## src/include/seq_pkg.sv

```systemverilog
// constants, modes and carrier types for the start-up and fault sequencer
// assumes one 100 MHz clock; voltages are 12-bit codes, temperatures are degrees C
package seq_pkg;
    localparam int          CLK_MHZ          = 100;
    localparam int          VW               = 12;
    localparam int          CW               = 24;
    // register offsets
    localparam logic [3:0]  REG_CTRL         = 4'h0;
    localparam logic [3:0]  REG_TARGET       = 4'h1;
    localparam logic [3:0]  REG_OV_LIMIT     = 4'h2;
    localparam logic [3:0]  REG_START_DLY    = 4'h3;
    localparam logic [3:0]  REG_RAMP_TIME    = 4'h4;
    localparam logic [3:0]  REG_OC_CFG       = 4'h5;
    localparam logic [3:0]  REG_OT_CFG       = 4'h6;
    localparam logic [3:0]  REG_OV_CFG       = 4'h7;
    localparam logic [3:0]  REG_OT_LIMIT     = 4'h8;
    localparam logic [3:0]  REG_TRACK_CFG    = 4'h9;
    localparam logic [3:0]  REG_STATUS       = 4'hA;
    localparam logic [3:0]  REG_REF          = 4'hB;
    // ctrl field positions
    localparam int          CTRL_SHARE_BIT   = 0;
    // track cfg field positions
    localparam int          TRK_EN_BIT       = 0;
    localparam int          TRK_RATIO_BIT    = 1;
    localparam int          TRK_PCT_LSB      = 8;
    // fault cfg fields: policy [2:0], retry count [7:4], delay in ms [15:8]
    localparam int          FC_CNT_LSB       = 4;
    localparam int          FC_DLY_LSB       = 8;
    // reset values
    localparam logic [VW-1:0] TARGET_RST     = 12'h800;
    localparam logic [VW-1:0] OV_LIMIT_RST   = 12'h933;
    localparam logic [15:0] START_DLY_RST    = 16'h000A;
    localparam logic [15:0] RAMP_TIME_RST    = 16'h0005;
    localparam logic [7:0]  OT_LIMIT_RST     = 8'h7D;
    localparam logic [7:0]  OT_HYST_C        = 8'h0F;
    localparam logic [6:0]  TRK_PCT_RST      = 7'h40;   // half, in 128ths
    // timing: one tick per millisecond
    localparam int          MS_NS            = 1000000;
    localparam int          MS_CYC           = MS_NS * CLK_MHZ / 1000;
    typedef enum logic [2:0] {
        POL_IMMEDIATE, POL_RETRY_INF, POL_RETRY_CNT, POL_DELAY_OFF, POL_IGNORE
    } policy_t;
    typedef enum logic [2:0] {
        ST_OFF, ST_DELAY, ST_RAMP, ST_HOLD, ST_SETTLE, ST_RUN, ST_FAULT, ST_LATCHED
    } seq_state_t;
    typedef struct packed {
        logic [7:0] dly_ms;
        logic [3:0] count;
        logic       pad;
        logic [2:0] policy;
    } fault_cfg_t;
    typedef struct packed {
        logic [3:0]  addr;
        logic [15:0] wdata;
        logic        wr;
        logic        rd;
    } bus_req_t;
    typedef struct packed {
        logic high_off;
        logic low_off;
    } drive_t;
    localparam fault_cfg_t  FC_RST           = 16'h0000;
endpackage

```

## src/fault_policy.sv

```systemverilog
// per-source fault response engine: applies one policy, counts retries
// assumes fault_in is already synchronised and tick_ms is a one-cycle pulse
`timescale 1ns/1ps
module fault_policy
    import seq_pkg::*;
(
    // clock and reset
    input  wire logic       clk,
    input  wire logic       rst,
    // configuration and inputs
    input  wire fault_cfg_t cfg,
    input  wire logic       fault_in,
    input  wire logic       clear_ok,
    input  wire logic       regulating,
    input  wire logic       tick_ms,
    // results
    output logic            shut,
    output logic            may_restart,
    output logic            latched
);
    typedef enum logic [1:0] { F_IDLE, F_GRACE, F_WAIT, F_STOP } fstate_t;
    fstate_t    st_q, st_d;
    logic [7:0] tmr_q, tmr_d;
    logic [3:0] cnt_q, cnt_d;
    policy_t    pol;
    assign pol = policy_t'(cfg.policy);

    // next state of the response engine
    always_comb begin
        st_d  = st_q;
        tmr_d = tmr_q;
        cnt_d = cnt_q;
        if (regulating && st_q == F_IDLE)
            cnt_d = 4'h0;
        if (tick_ms && tmr_q != 8'h00)
            tmr_d = tmr_q - 8'h01;
        case (st_q)
            F_IDLE: begin
                if (fault_in) begin
                    case (pol)
                        POL_IGNORE:    st_d = F_IDLE;
                        POL_DELAY_OFF: begin
                            st_d  = F_GRACE;
                            tmr_d = cfg.dly_ms;
                        end
                        POL_RETRY_INF, POL_RETRY_CNT: begin
                            st_d  = F_WAIT;
                            tmr_d = cfg.dly_ms;
                        end
                        default:       st_d = F_WAIT;           // immediate, auto re-enable
                    endcase
                end
            end
            F_GRACE: begin
                // runs on through the grace time, stops only if still faulty
                if (!fault_in)
                    st_d = F_IDLE;
                else if (tmr_q == 8'h00)
                    st_d = F_STOP;
            end
            F_WAIT: begin
                if (tmr_q == 8'h00 && clear_ok) begin
                    if (pol == POL_RETRY_CNT && cnt_q >= cfg.count)
                        st_d = F_STOP;
                    else begin
                        st_d  = F_IDLE;
                        cnt_d = cnt_q + 4'h1;
                    end
                end else if (tmr_q == 8'h00 && pol != POL_IMMEDIATE)
                    tmr_d = cfg.dly_ms;                         // wait again, recheck
            end
            F_STOP:  st_d = F_STOP;
            default: st_d = F_IDLE;
        endcase
    end

    // registers; outputs derive from state so they stay glitch free
    always_ff @(posedge clk) begin
        if (rst) begin
            st_q  <= F_IDLE;
            tmr_q <= 8'h00;
            cnt_q <= 4'h0;
        end else begin
            st_q  <= st_d;
            tmr_q <= tmr_d;
            cnt_q <= cnt_d;
        end
    end

    assign shut        = (st_q == F_WAIT) || (st_q == F_STOP);
    assign may_restart = (st_q == F_IDLE);
    assign latched     = (st_q == F_STOP);
endmodule

```

## src/prebias_fault_tracking_seq.sv

```systemverilog
// start-up sequencer: pre-bias, ramp, tracking, and fault responses
// assumes analog codes arrive from converters on other clocks; enable from a pin
`timescale 1ns/1ps
// Operation
// sample output before any ramp
// below target: start from sample, ramp up
// scale slope so total ramp time fixed
// above target: hold sampled level duty
// after ramp assert power good, settle down
// sample over limit: overvoltage fault, no start
// no pre-bias with sharing plus tracking
// overcurrent applies selected five policies
// default overcurrent: shutdown, auto re-enable
// die temperature limit, default 125, programmable
// over-temperature uses same five policies
// temperature restart below limit minus 15
// default over-temperature: shutdown, auto re-enable
// tracking uses reference input as target
// coincident or ratiometric, default 50 percent
// group master not tracking, delay 10ms
// tracking ignores own delay and ramp
// group enables tied to one source
// host configures tracking via bus command
// host disables alternate ramp features first
// overvoltage: shutdown-retry or low side hold
// per-source policy, counter cleared at regulation
module prebias_fault_tracking_seq
    import seq_pkg::*;
(
    // clock and reset
    input  wire logic          clk,
    input  wire logic          rst,
    // register port
    input  wire logic [3:0]    reg_addr,
    input  wire logic [15:0]   reg_wdata,
    input  wire logic          reg_wr,
    input  wire logic          reg_rd,
    output logic [15:0]        reg_rdata,
    // analog side
    input  wire logic          enable_in,
    input  wire logic [VW-1:0] vout_sense,
    input  wire logic [VW-1:0] tracking_reference_in,
    input  wire logic [7:0]    die_temp,
    input  wire logic          overcurrent_in,
    // converter control
    output logic [VW-1:0]      vref_out,
    output logic               high_drive_en,
    output logic               low_drive_en,
    output logic               power_good_out
);
    // three-stage synchronisers for outside inputs
    logic [2:0] en_s_q, oc_s_q;
    logic       en_q, oc_q;
    always_ff @(posedge clk) begin
        if (rst) begin
            en_s_q <= 3'b000;
            oc_s_q <= 3'b000;
            en_q   <= 1'b0;
            oc_q   <= 1'b0;
        end else begin
            en_s_q <= {en_s_q[1:0], enable_in};
            oc_s_q <= {oc_s_q[1:0], overcurrent_in};
            if (en_s_q[2] == en_s_q[1])
                en_q <= en_s_q[2];
            if (oc_s_q[2] == oc_s_q[1])
                oc_q <= oc_s_q[2];
        end
    end
    // analog codes: each sampled twice through registers; single-step error accepted
    logic [VW-1:0] vo_a_q, vo_q, tr_a_q, tr_q;
    logic [7:0]    tp_a_q, tp_q;
    always_ff @(posedge clk) begin
        if (rst) begin
            vo_a_q <= '0;
            vo_q   <= '0;
            tr_a_q <= '0;
            tr_q   <= '0;
            tp_a_q <= '0;
            tp_q   <= '0;
        end else begin
            vo_a_q <= vout_sense;
            vo_q   <= vo_a_q;
            tr_a_q <= tracking_reference_in;
            tr_q   <= tr_a_q;
            tp_a_q <= die_temp;
            tp_q   <= tp_a_q;
        end
    end

    // configuration registers
    logic          share_q;
    logic [VW-1:0] target_q, ovlim_q;
    logic [15:0]   sdly_q, rtime_q;
    fault_cfg_t    occ_q, otc_q, ovc_q;
    logic [7:0]    otlim_q;
    logic          trk_en_q, trk_ratio_q;
    logic [6:0]    trk_pct_q;
    always_ff @(posedge clk) begin
        if (rst) begin
            share_q     <= 1'b0;
            target_q    <= TARGET_RST;
            ovlim_q     <= OV_LIMIT_RST;
            sdly_q      <= START_DLY_RST;
            rtime_q     <= RAMP_TIME_RST;
            occ_q       <= FC_RST;
            otc_q       <= FC_RST;
            ovc_q       <= FC_RST;
            otlim_q     <= OT_LIMIT_RST;
            trk_en_q    <= 1'b0;
            trk_ratio_q <= 1'b0;
            trk_pct_q   <= TRK_PCT_RST;
        end else if (reg_wr) begin
            case (reg_addr)
                REG_CTRL:      share_q  <= reg_wdata[CTRL_SHARE_BIT];
                REG_TARGET:    target_q <= reg_wdata[VW-1:0];
                REG_OV_LIMIT:  ovlim_q  <= reg_wdata[VW-1:0];
                REG_START_DLY: sdly_q   <= reg_wdata;
                REG_RAMP_TIME: rtime_q  <= reg_wdata;
                REG_OC_CFG:    occ_q    <= reg_wdata;
                REG_OT_CFG:    otc_q    <= reg_wdata;
                REG_OV_CFG:    ovc_q    <= reg_wdata;
                REG_OT_LIMIT:  otlim_q  <= reg_wdata[7:0];
                REG_TRACK_CFG: begin
                    trk_en_q    <= reg_wdata[TRK_EN_BIT];
                    trk_ratio_q <= reg_wdata[TRK_RATIO_BIT];
                    trk_pct_q   <= reg_wdata[TRK_PCT_LSB +: 7];
                end
                default: ;
            endcase
        end
    end

    // millisecond tick
    logic [CW-1:0] div_q, div_d;
    logic          tick;
    assign tick  = (div_q == CW'(MS_CYC - 1));
    assign div_d = tick ? '0 : div_q + 1'b1;
    always_ff @(posedge clk) begin
        if (rst)
            div_q <= '0;
        else
            div_q <= div_d;
    end

    // fault detectors
    logic ot_now, ot_cool, ov_now;
    assign ot_now  = (tp_q > otlim_q);
    assign ot_cool = ({1'b0, tp_q} + {1'b0, OT_HYST_C}) < {1'b0, otlim_q};
    seq_state_t st_q, st_d;
    logic       oc_shut, oc_ok, oc_lat, ot_shut, ot_ok, ot_lat, ov_shut, ov_ok, ov_lat;
    logic       running;
    assign running = (st_q == ST_RUN);
    assign ov_now  = (st_q != ST_OFF && st_q != ST_DELAY && vo_q > ovlim_q);

    fault_policy u_oc (
        .clk         (clk),
        .rst         (rst),
        .cfg         (occ_q),
        .fault_in    (oc_q),
        .clear_ok    (!oc_q),
        .regulating  (running),
        .tick_ms     (tick),
        .shut        (oc_shut),
        .may_restart (oc_ok),
        .latched     (oc_lat)
    );
    fault_policy u_ot (
        .clk         (clk),
        .rst         (rst),
        .cfg         (otc_q),
        .fault_in    (ot_now),
        .clear_ok    (ot_cool),
        .regulating  (running),
        .tick_ms     (tick),
        .shut        (ot_shut),
        .may_restart (ot_ok),
        .latched     (ot_lat)
    );
    fault_policy u_ov (
        .clk         (clk),
        .rst         (rst),
        .cfg         (ovc_q),
        .fault_in    (ov_now),
        .clear_ok    (vo_q <= ovlim_q),
        .regulating  (running),
        .tick_ms     (tick),
        .shut        (ov_shut),
        .may_restart (ov_ok),
        .latched     (ov_lat)
    );
    logic any_shut, all_ok;
    assign any_shut = oc_shut || ot_shut || ov_shut || oc_lat || ot_lat || ov_lat;
    assign all_ok   = oc_ok && ot_ok && ov_ok;

    // sequencer state
    logic [15:0]   tmr_q, tmr_d;
    logic [VW-1:0] ref_q, ref_d, samp_q, samp_d;
    logic [VW+15:0] acc_q, acc_d;
    logic          pg_q, pg_d, hi_q, hi_d, lo_q, lo_d;
    logic          trk;
    logic [VW+6:0] ratio_prod;
    assign trk        = trk_en_q;
    assign ratio_prod = tr_q * trk_pct_q;

    // ramp step: whole span from the sample to the target spread over the full ramp time
    function automatic logic [VW+15:0] ramp_step(input logic [VW-1:0] from,
                                                 input logic [VW-1:0] to,
                                                 input logic [15:0]   ms);
        logic [VW+15:0] span;
        span = {(to - from), 16'h0000};
        ramp_step = (ms == 16'h0000) ? span : span / {{VW{1'b0}}, ms};
    endfunction

    always_comb begin
        st_d   = st_q;
        tmr_d  = tmr_q;
        ref_d  = ref_q;
        samp_d = samp_q;
        acc_d  = acc_q;
        pg_d   = pg_q;
        hi_d   = hi_q;
        lo_d   = lo_q;
        if (tick && tmr_q != 16'h0000)
            tmr_d = tmr_q - 16'h0001;
        case (st_q)
            ST_OFF: begin
                hi_d = 1'b0;
                lo_d = 1'b0;
                pg_d = 1'b0;
                if (en_q && all_ok) begin
                    st_d  = ST_DELAY;
                    tmr_d = trk ? 16'h0000 : sdly_q;
                end
            end
            ST_DELAY: begin
                samp_d = vo_q;
                if (!en_q)
                    st_d = ST_OFF;
                else if (tmr_q == 16'h0000) begin
                    hi_d = 1'b1;
                    lo_d = 1'b1;
                    if (trk) begin
                        st_d  = ST_RUN;
                        ref_d = trk_ratio_q ? ratio_prod[VW+6:7] : tr_q;
                    end else if (vo_q > ovlim_q) begin
                        st_d = ST_FAULT;
                        hi_d = 1'b0;
                        lo_d = 1'b0;
                    end else if (vo_q >= target_q) begin
                        st_d  = ST_HOLD;
                        ref_d = vo_q;
                        tmr_d = rtime_q;
                    end else begin
                        st_d  = ST_RAMP;
                        ref_d = vo_q;
                        acc_d = {vo_q, 16'h0000};
                        tmr_d = rtime_q;
                    end
                end
            end
            ST_RAMP: begin
                if (tick)
                    acc_d = acc_q + ramp_step(samp_q, target_q, rtime_q);
                ref_d = (acc_q[VW+15:16] > target_q) ? target_q : acc_q[VW+15:16];
                if (tmr_q == 16'h0000) begin
                    ref_d = target_q;
                    st_d  = ST_RUN;
                    pg_d  = 1'b1;
                end
            end
            ST_HOLD: begin
                if (tmr_q == 16'h0000) begin
                    pg_d = 1'b1;
                    st_d = ST_SETTLE;
                end
            end
            ST_SETTLE: begin
                if (tick && ref_q > target_q)
                    ref_d = ref_q - 1'b1;
                if (ref_q <= target_q)
                    st_d = ST_RUN;
            end
            ST_RUN: begin
                if (trk)
                    ref_d = trk_ratio_q ? ratio_prod[VW+6:7] : tr_q;
                if (!en_q && !trk)
                    st_d = ST_OFF;
            end
            ST_FAULT: begin
                pg_d     = 1'b0;
                if (ovc_q.policy == 3'(POL_RETRY_CNT) || ovc_q.policy == 3'(POL_RETRY_INF))
                    lo_d = 1'b1;
                if (!ov_shut && ov_ok && vo_q <= ovlim_q)
                    st_d = ST_OFF;
            end
            default: st_d = ST_OFF;
        endcase
        // tracking follows its reference to zero rather than stopping abruptly
        if (trk && !en_q && st_q == ST_RUN && tr_q == '0)
            st_d = ST_OFF;
        if (any_shut && st_q != ST_OFF && st_q != ST_FAULT) begin
            st_d = ST_OFF;
            hi_d = 1'b0;
            lo_d = 1'b0;
            pg_d = 1'b0;
        end
    end

    always_ff @(posedge clk) begin
        if (rst) begin
            st_q   <= ST_OFF;
            tmr_q  <= 16'h0000;
            ref_q  <= '0;
            samp_q <= '0;
            acc_q  <= '0;
            pg_q   <= 1'b0;
            hi_q   <= 1'b0;
            lo_q   <= 1'b0;
        end else begin
            st_q   <= st_d;
            tmr_q  <= tmr_d;
            ref_q  <= ref_d;
            samp_q <= samp_d;
            acc_q  <= acc_d;
            pg_q   <= pg_d;
            hi_q   <= hi_d;
            lo_q   <= lo_d;
        end
    end

    // read data one cycle after the strobe, zero otherwise
    logic [15:0] rd_q, rd_d;
    always_comb begin
        rd_d = 16'h0000;
        if (reg_rd) begin
            case (reg_addr)
                REG_CTRL:      rd_d = {15'h0000, share_q};
                REG_TARGET:    rd_d = {4'h0, target_q};
                REG_OV_LIMIT:  rd_d = {4'h0, ovlim_q};
                REG_START_DLY: rd_d = sdly_q;
                REG_RAMP_TIME: rd_d = rtime_q;
                REG_OC_CFG:    rd_d = occ_q;
                REG_OT_CFG:    rd_d = otc_q;
                REG_OV_CFG:    rd_d = ovc_q;
                REG_OT_LIMIT:  rd_d = {8'h00, otlim_q};
                REG_TRACK_CFG: rd_d = {1'b0, trk_pct_q, 6'h00, trk_ratio_q, trk_en_q};
                REG_STATUS:    rd_d = {6'h00, oc_lat, ot_lat, ov_lat, ov_shut, ot_shut,
                                       oc_shut, 1'b0, st_q};
                REG_REF:       rd_d = {4'h0, ref_q};
                default:       rd_d = 16'h0000;
            endcase
        end
    end
    always_ff @(posedge clk) begin
        if (rst)
            rd_q <= 16'h0000;
        else
            rd_q <= rd_d;
    end

    assign reg_rdata      = rd_q;
    assign vref_out       = ref_q;
    assign high_drive_en  = hi_q;
    assign low_drive_en   = lo_q;
    assign power_good_out = pg_q;
endmodule
```

## config.mk

```make
export PLATFORM = sky130hd
export DESIGN_NAME = prebias_fault_tracking_seq
export DESIGN_NICKNAME = d
export VERILOG_FILES = /design/src/include/seq_pkg.sv /design/src/fault_policy.sv /design/src/prebias_fault_tracking_seq.sv
export SDC_FILE = /design/constraint.sdc
export NUM_CORES = 2
export LEC_CHECK = 0
export BUFFER_PORTS_ARGS = -buffer_cell sky130_fd_sc_hd__buf_4
export CELL_PAD_IN_SITES_DETAIL_PLACEMENT = 1
export CELL_PAD_IN_SITES_GLOBAL_PLACEMENT = 2
export CORE_MARGIN = 1
export CORE_UTILIZATION = 39
export DETAILED_ROUTE_END_ITERATION = 10
export HOLD_SLACK_MARGIN = 0.06
export PLACE_DENSITY_LB_ADDON = 0.12
export RECOVER_POWER = 50
export SETUP_SLACK_MARGIN = 0.15
export SYNTH_ARGS = -nofsm -noshare
export SYNTH_HDL_FRONTEND = slang
export SYNTH_SLANG_ARGS = --single-unit
```

## constraint.sdc

```tcl
create_clock -name clk -period 80.7 [get_ports clk]
set_input_delay 8.07 -clock clk [delete_from_list [all_inputs] [get_ports clk]]
set_output_delay 8.07 -clock clk [all_outputs]
set_load 0.05 [all_outputs]
```

After elaboration in Yosys (flattened, before gate mapping)
Cells that the tools add are included.
{"block": "word_totals", "output_inout_bits": 31, "ff_bits": 350, "inputBits": 58}
{"block": "classes", "n_eq_ne": 70, "mul": 1, "div_mod_pow": 1, "reduce_logical": 95, "order_cmp": 11, "n_bitwise": 1, "muxes": 99, "n_addsub": 12}
{"cell": "28-bit 2-to-1 mux", "n": 7}
{"cell": "16-bit case mux with 12 select lines", "n": 1}
{"cell": "8-bit 2-to-1 mux", "n": 15}
{"cell": "16-bit 2-to-1 mux", "n": 7}
{"cell": "12-bit 2-to-1 mux", "n": 9}
{"cell": "28-bit case mux with 2 select lines", "n": 1}
{"cell": "4-bit 2-to-1 mux", "n": 12}
{"cell": "12-bit case mux with 4 select lines", "n": 1}
{"cell": "8-bit case mux with 2 select lines", "n": 3}
{"cell": "12-bit greater-than comparator", "n": 3}
{"cell": "16-bit zero test", "n": 2}
{"cell": "2-bit != test (second input constant)", "n": 16}
{"cell": "16-bit case mux with 2 select lines", "n": 1}
{"cell": "1-bit logical AND", "n": 30}
{"cell": "2-bit 2-to-1 mux", "n": 15}
{"cell": "3-bit 2-to-1 mux", "n": 10}
{"cell": "28-bit adder", "n": 1}
{"cell": "28-bit by 16-bit divider with 28-bit output", "n": 1}
{"cell": "24-bit by 1-bit adder with 24-bit output (second input constant)", "n": 1}
{"cell": "24-bit by 17-bit equality test with 1-bit output (second input constant)", "n": 1}
{"cell": "3-bit by 2-bit equality test with 1-bit output (second input constant)", "n": 8}
{"cell": "12-bit less-or-equal comparator", "n": 2}
{"cell": "8-bit zero test", "n": 3}
{"cell": "2-bit case mux with 4 select lines", "n": 3}
{"cell": "other kinds (48)", "n": 137}

Logic depth before layout (Yosys ltp)
{"block": "depth", "depth_word": 10, "ltp_mapped": 403}

Modules after synthesis
From an unflattened synthesis, not the netlist that was laid out.
{"block": "unflattened", "hier_cells": 5551, "area_unflattened_um2": 41258.3}
{"mod": "prebias_fault_tracking_seq", "area_each_um2": 38120.3, "cells_each": 5176, "n_inst": 1}
{"mod": "fault_policy", "area_each_um2": 1046.0, "cells_each": 125, "n_inst": 3}

Least setup slack after synthesis
OpenSTA, ideal clock, no wires.
{"block": "synth_path", "path_kind": "flip-flop to flip-flop", "startpoint": "register rtime_q[0]", "endpoint": "register acc_q[27]", "setup_time_ns": 0.128, "n_path_buf": 37, "path_stages_with_launch": 386, "synth_period_minus_slack_ns": 73.384, "path_slack_ns": 7.316, "t_arrival_ns": 73.256, "cell_sequence": "dfxtp_1 > buf_2 > buf_1 > clkbuf_1 > inv_1 > clkbuf_1 > clkbuf_1 > ha_1 > a41o_1 > or4_1 > and3_1 > ha_1 > o21ai_0 > a21oi_1 > nand3_1 > nand2_1 > o21ai_0 > ha_1 > (+350 left out) > o21bai_1 > a21oi_1 > o21bai_1 > a21oi_1 > nor2b_1 > o21a_1 > o21ai_0 > nand2b_1 > a21oi_1 > o21bai_1 > a21oi_1 > o21bai_1 > a21oi_1 > xnor2_1 > nor3_1 > a21oi_1 > o22a_1 > nor2_1"}
{"block": "synth_between", "elab_chain_cells": 5, "word_cells_on_any_way": 6}
{"item": "from (decl)", "line_no": "prebias_fault_tracking_seq.sv:93", "source": "logic [15:0] sdly_q, rtime_q;"}
{"item": "from (signal assigned)", "line_no": "prebias_fault_tracking_seq.sv:118", "source": "REG_RAMP_TIME: rtime_q <= reg_wdata;"}
{"item": "28-bit by 16-bit divider with 28-bit output / 16-bit zero test (equally long branches)", "line_no": "prebias_fault_tracking_seq.sv:211", "source": "ramp_step = (ms == 16'h0000) ? span : span / {{VW{1'b0}}, ms};"}
{"item": "28-bit 2-to-1 mux (*)", "line_no": "prebias_fault_tracking_seq.sv:211"}
{"item": "28-bit adder (*)", "line_no": "prebias_fault_tracking_seq.sv:263", "source": "acc_d = acc_q + ramp_step(samp_q, target_q, rtime_q);"}
{"item": "28-bit 2-to-1 mux (*)", "line_no": "prebias_fault_tracking_seq.sv:262", "source": "if (tick)"}
{"item": "28-bit case mux with 2 select lines (*)", "line_no": "prebias_fault_tracking_seq.sv:225", "source": "case (st_q)"}
{"item": "to (signal assigned)", "line_no": "prebias_fault_tracking_seq.sv:315", "source": "acc_q <= '0;"}
{"item": "to (signal assigned)", "line_no": "prebias_fault_tracking_seq.sv:324", "source": "acc_q <= acc_d;"}
{"item": "to (decl)", "line_no": "prebias_fault_tracking_seq.sv:198", "source": "logic [VW+15:0] acc_q, acc_d;"}
Mark *: on every way between the ends. The rest lies on a longest branch, timed or not. The select of a mux whose other input is x is not followed.
A chain may end at the register's enable or synchronous reset.

Worst setup path in the final report
{"block": "layout_path", "startpoint": "register target_q[6]", "endpoint": "register acc_q[26]"}
{"block": "layout_between", "elab_chain_cells": 6, "word_cells_on_any_way": 9}
{"item": "from (decl)", "line_no": "prebias_fault_tracking_seq.sv:92", "source": "logic [VW-1:0] target_q, ovlim_q;"}
{"item": "from (signal assigned)", "line_no": "prebias_fault_tracking_seq.sv:115", "source": "REG_TARGET: target_q <= reg_wdata[VW-1:0];"}
{"item": "12-bit subtractor", "line_no": "prebias_fault_tracking_seq.sv:210", "source": "span = {(to - from), 16'h0000};"}
{"item": "28-bit by 16-bit divider with 28-bit output", "line_no": "prebias_fault_tracking_seq.sv:211"}
{"item": "28-bit 2-to-1 mux", "line_no": "prebias_fault_tracking_seq.sv:211"}
{"item": "28-bit adder", "line_no": "prebias_fault_tracking_seq.sv:263"}
{"item": "28-bit 2-to-1 mux", "line_no": "prebias_fault_tracking_seq.sv:262"}
{"item": "28-bit case mux with 2 select lines", "line_no": "prebias_fault_tracking_seq.sv:225"}
Several ways; a longest one is shown, not always the timed one. The select of a mux whose other input is x is not followed.

==> impl_metrics.env <==
export IMPL_firstDrtPassIters=6
export IMPL_cts_num_sinks=350
export IMPL_totalWireLength_um=169000
export IMPL_synth_edf_count=0
export IMPL_final_area_um2=45980
export IMPL_die_area_um2=107500
export IMPL_final_cell_mix="nand2_1 (676), nor2_1 (513), a21oi_1 (501), ha_1 (474), dfxtp_1 (348)"
export IMPL_grt_overflow=0
export IMPL_h_tree_depth=2
export IMPL_cp_max_fo=23
export IMPL_drt_initial_drc_count=2641
export IMPL_cts_max_path_buffers=3
export IMPL_synth_top_area_cell="dfxtp_1"
export IMPL_min_delay_path_class="register to register"
export IMPL_critPathKind="register to register"
export IMPL_worst_slack_ps=4810
export IMPL_placed_area_um2=43730
export IMPL_r2r_cells=365
export IMPL_die_y_um=327.8
export IMPL_post_route_period_util_pct=94.04
export IMPL_pre_cts_ws_ps=-964.6
export IMPL_grt_pass1_vias=42198
export IMPL_max_freq_mhz=13.18
export IMPL_synth_top_area_share_pct=16.92
export IMPL_cp_end_kind="register"
export IMPL_syn_avg_cell_area_um2=7.378
export IMPL_grt_antenna_before_repair=1
export IMPL_vias_per_cell=6.015
export IMPL_grt_pass1_wl_um=254900
export IMPL_drive_gt1_share_pct=10.22
export IMPL_nets=6248
export IMPL_startpoint_type="register"
export IMPL_syn_inst=5612
export IMPL_violations="max-capacitance violations, max-slew violations"
export IMPL_synth_area_leaders="dfxtp_1 (17%), ha_1 (14%), a21oi_1 (6.3%)"
export IMPL_status="complete, but fails checks"
export IMPL_synth_nets=6197
export IMPL_area_growth_syn_to_layout_pct=11.05
export IMPL_yosysUniqueCellTypes=119
export IMPL_max_slew_margin_pct=-413.9
export IMPL_cap_violations=3
export IMPL_critPathRequiredTime_ps=81070
export IMPL_post_route_min_period_ps=75890
export IMPL_fin_skew_ps=36.99
export IMPL_clk_latency_ps=630
export IMPL_vias=42632
export IMPL_hold_viol=0
export IMPL_slowest_stage="or4_1"
export IMPL_crit_top_cell="o21a_1"
export IMPL_arrival_ps=76260
export IMPL_yosys_most_used_dff="dfxtp_1"
export IMPL_gp_congestion=0.9313
export IMPL_drc=0
export IMPL_hpwlAfterDp_um=131100
export IMPL_ys_ff_latch=350
export IMPL_grt_max_degree=167
export IMPL_die_x_um=327.8
export IMPL_layout_cells_most_common="nand2_1"
export IMPL_synth_warnings=0
export IMPL_tightestPinTransition_ps=7708
export IMPL_cts_root_buf="clkbuf_16"
export IMPL_cts_tree="yes"
export IMPL_setup_violations=0
export IMPL_rows=119
export IMPL_clkSlewWorstSetupHoldPaths_ps=70
export IMPL_portBuffers=88
export IMPL_wl_per_cell_um=23.84
export IMPL_seq_area_frac_synth_pct=16.92
export IMPL_drv_slew=312
export IMPL_hold_depth=1
export IMPL_start_util_pct=39.34
export IMPL_netlist_area_um2=41410
export IMPL_grt_usage_pct=30.35
export IMPL_holdBufCountCts=0
export IMPL_cts_buffers_inserted=43
export IMPL_synthArstFlopShare_pct=0
export IMPL_slowest_delay_ps=530
export IMPL_drtAntennaViolNets=0
export IMPL_core_um2=105300
export IMPL_num_io_pins=89
-- area by class of cell --
class                   instances  area [um2]
well taps                    1391        1740
flip-flops and latches        350        7009
clock inverters                19       266.5
inverters                     250       938.4
clock buffers                  58        1212
repair buffers                228        1725
fillers                     13064       59280
diodes                          2       5.005
multi-input cells            4790       33090
-- synth_stat cells (25+ instances only) --
cell type / n
mux2i_1: 49
inv_1: 250
a221oi_1: 31
a211oi_1: 49
fa_1: 51
and3_1: 45
a31oi_1: 60
dfxtp_1: 350
nand2b_1: 89
nor3_1: 147
clkbuf_1: 183
xor2_1: 85
a21oi_1: 520
nand3_1: 115
nand2_1: 679
a21boi_0: 26
o21ai_0: 276
o211ai_1: 65
a22oi_1: 41
nor4_1: 39
or2_2: 42
ha_1: 476
nand3b_1: 25
xnor2_1: 202
nor2b_1: 138
nand4_1: 66
o21a_1: 126
a21o_1: 148
o21bai_1: 42
and2_1: 75
o31ai_1: 56
mux2_2: 80
or3_1: 41
nor2_1: 520
-- metal layers --
layer	vias to the layer above	global-route usage [%]	share of wire, %
li1	20477	-	-
met1	20943	38.54	45
met2	909	52.33	47
met3	303	2.428	3.5
met4	0	13.16	4.9
met5	-	0	0
-- per-stage QoR --
stage	utilization, %	TNS (ps)	cells	hold WS (ps)
3_5_place_dp	41.54	-3841	6969	424.3
6_report	43.68	0	7088	434.1
5_1_grt	43.68	-59.89	7086	449.4
4_1_cts	42.99	0	7048	438.5
2_1_floorplan	-	0	5612	413.8
3_3_place_gp	41.54	0	6969	414.4
-- registers in the layout, indices dropped and copies added (netlist names), 16 cells and up --
signal	cells
occ_q	16
acc_q	28
tmr_q	16
rtime_q	16
div_q	24
reg_rdata	16
otc_q	16
sdly_q	16
ovc_q	16
-- worst paths after layout --
check | startpoint | endpoint | slack [ps]
max | target_q[6] | acc_q[26] | 4810
min | tp_a_q[3] | tp_q[3] | 430
max reg2reg | target_q[6] | acc_q[26] | 4810
min reg2reg | tp_a_q[3] | tp_q[3] | 430
-- cells by family (layout without fill, tap and decap cells) --
group | count (synthesis) | count (layout) | share of synthesized area [%]
AND/OR/NAND/NOR | 2130 | 2130 | 24.91
AO/OA/AOI/OAI | 1712 | 1714 | 27.24
adder cells (fa/ha/maj) | 527 | 527 | 16.85
buffers and inverters | 474 | 555 | 4.514
flip-flops | 350 | 350 | 16.92
XOR/XNOR | 287 | 287 | 6.071
multiplexers | 132 | 132 | 3.487
other | 0 | 2 | 0
-- critical path, delay by kind of cell (launching register included) --
family | cells | cell delay (ps)
AOI/OAI and AO/OA | 235 | 46040
and+or+nand+nor | 78 | 13650
adders and majority gates | 31 | 10460
buffers and inverters | 12 | 2530
muxes | 7 | 2230
xor gates and xnor gates | 2 | 310
DFF | 1 | 300
-- timing repair --
item | 4_1_cts | 5_1_grt
gates cloned | 0 | 3
endpoints found under the hold margin | 0 | 0
setup endpoints to repair | 9 | 28
resized for setup | 9 | 113
pin swaps | 1 | 18
setup buffers | 2 | 35
Power is left out: the tool's default activity adds up to more than one toggle a clock period on the data nets, which glitch-free logic cannot reach.
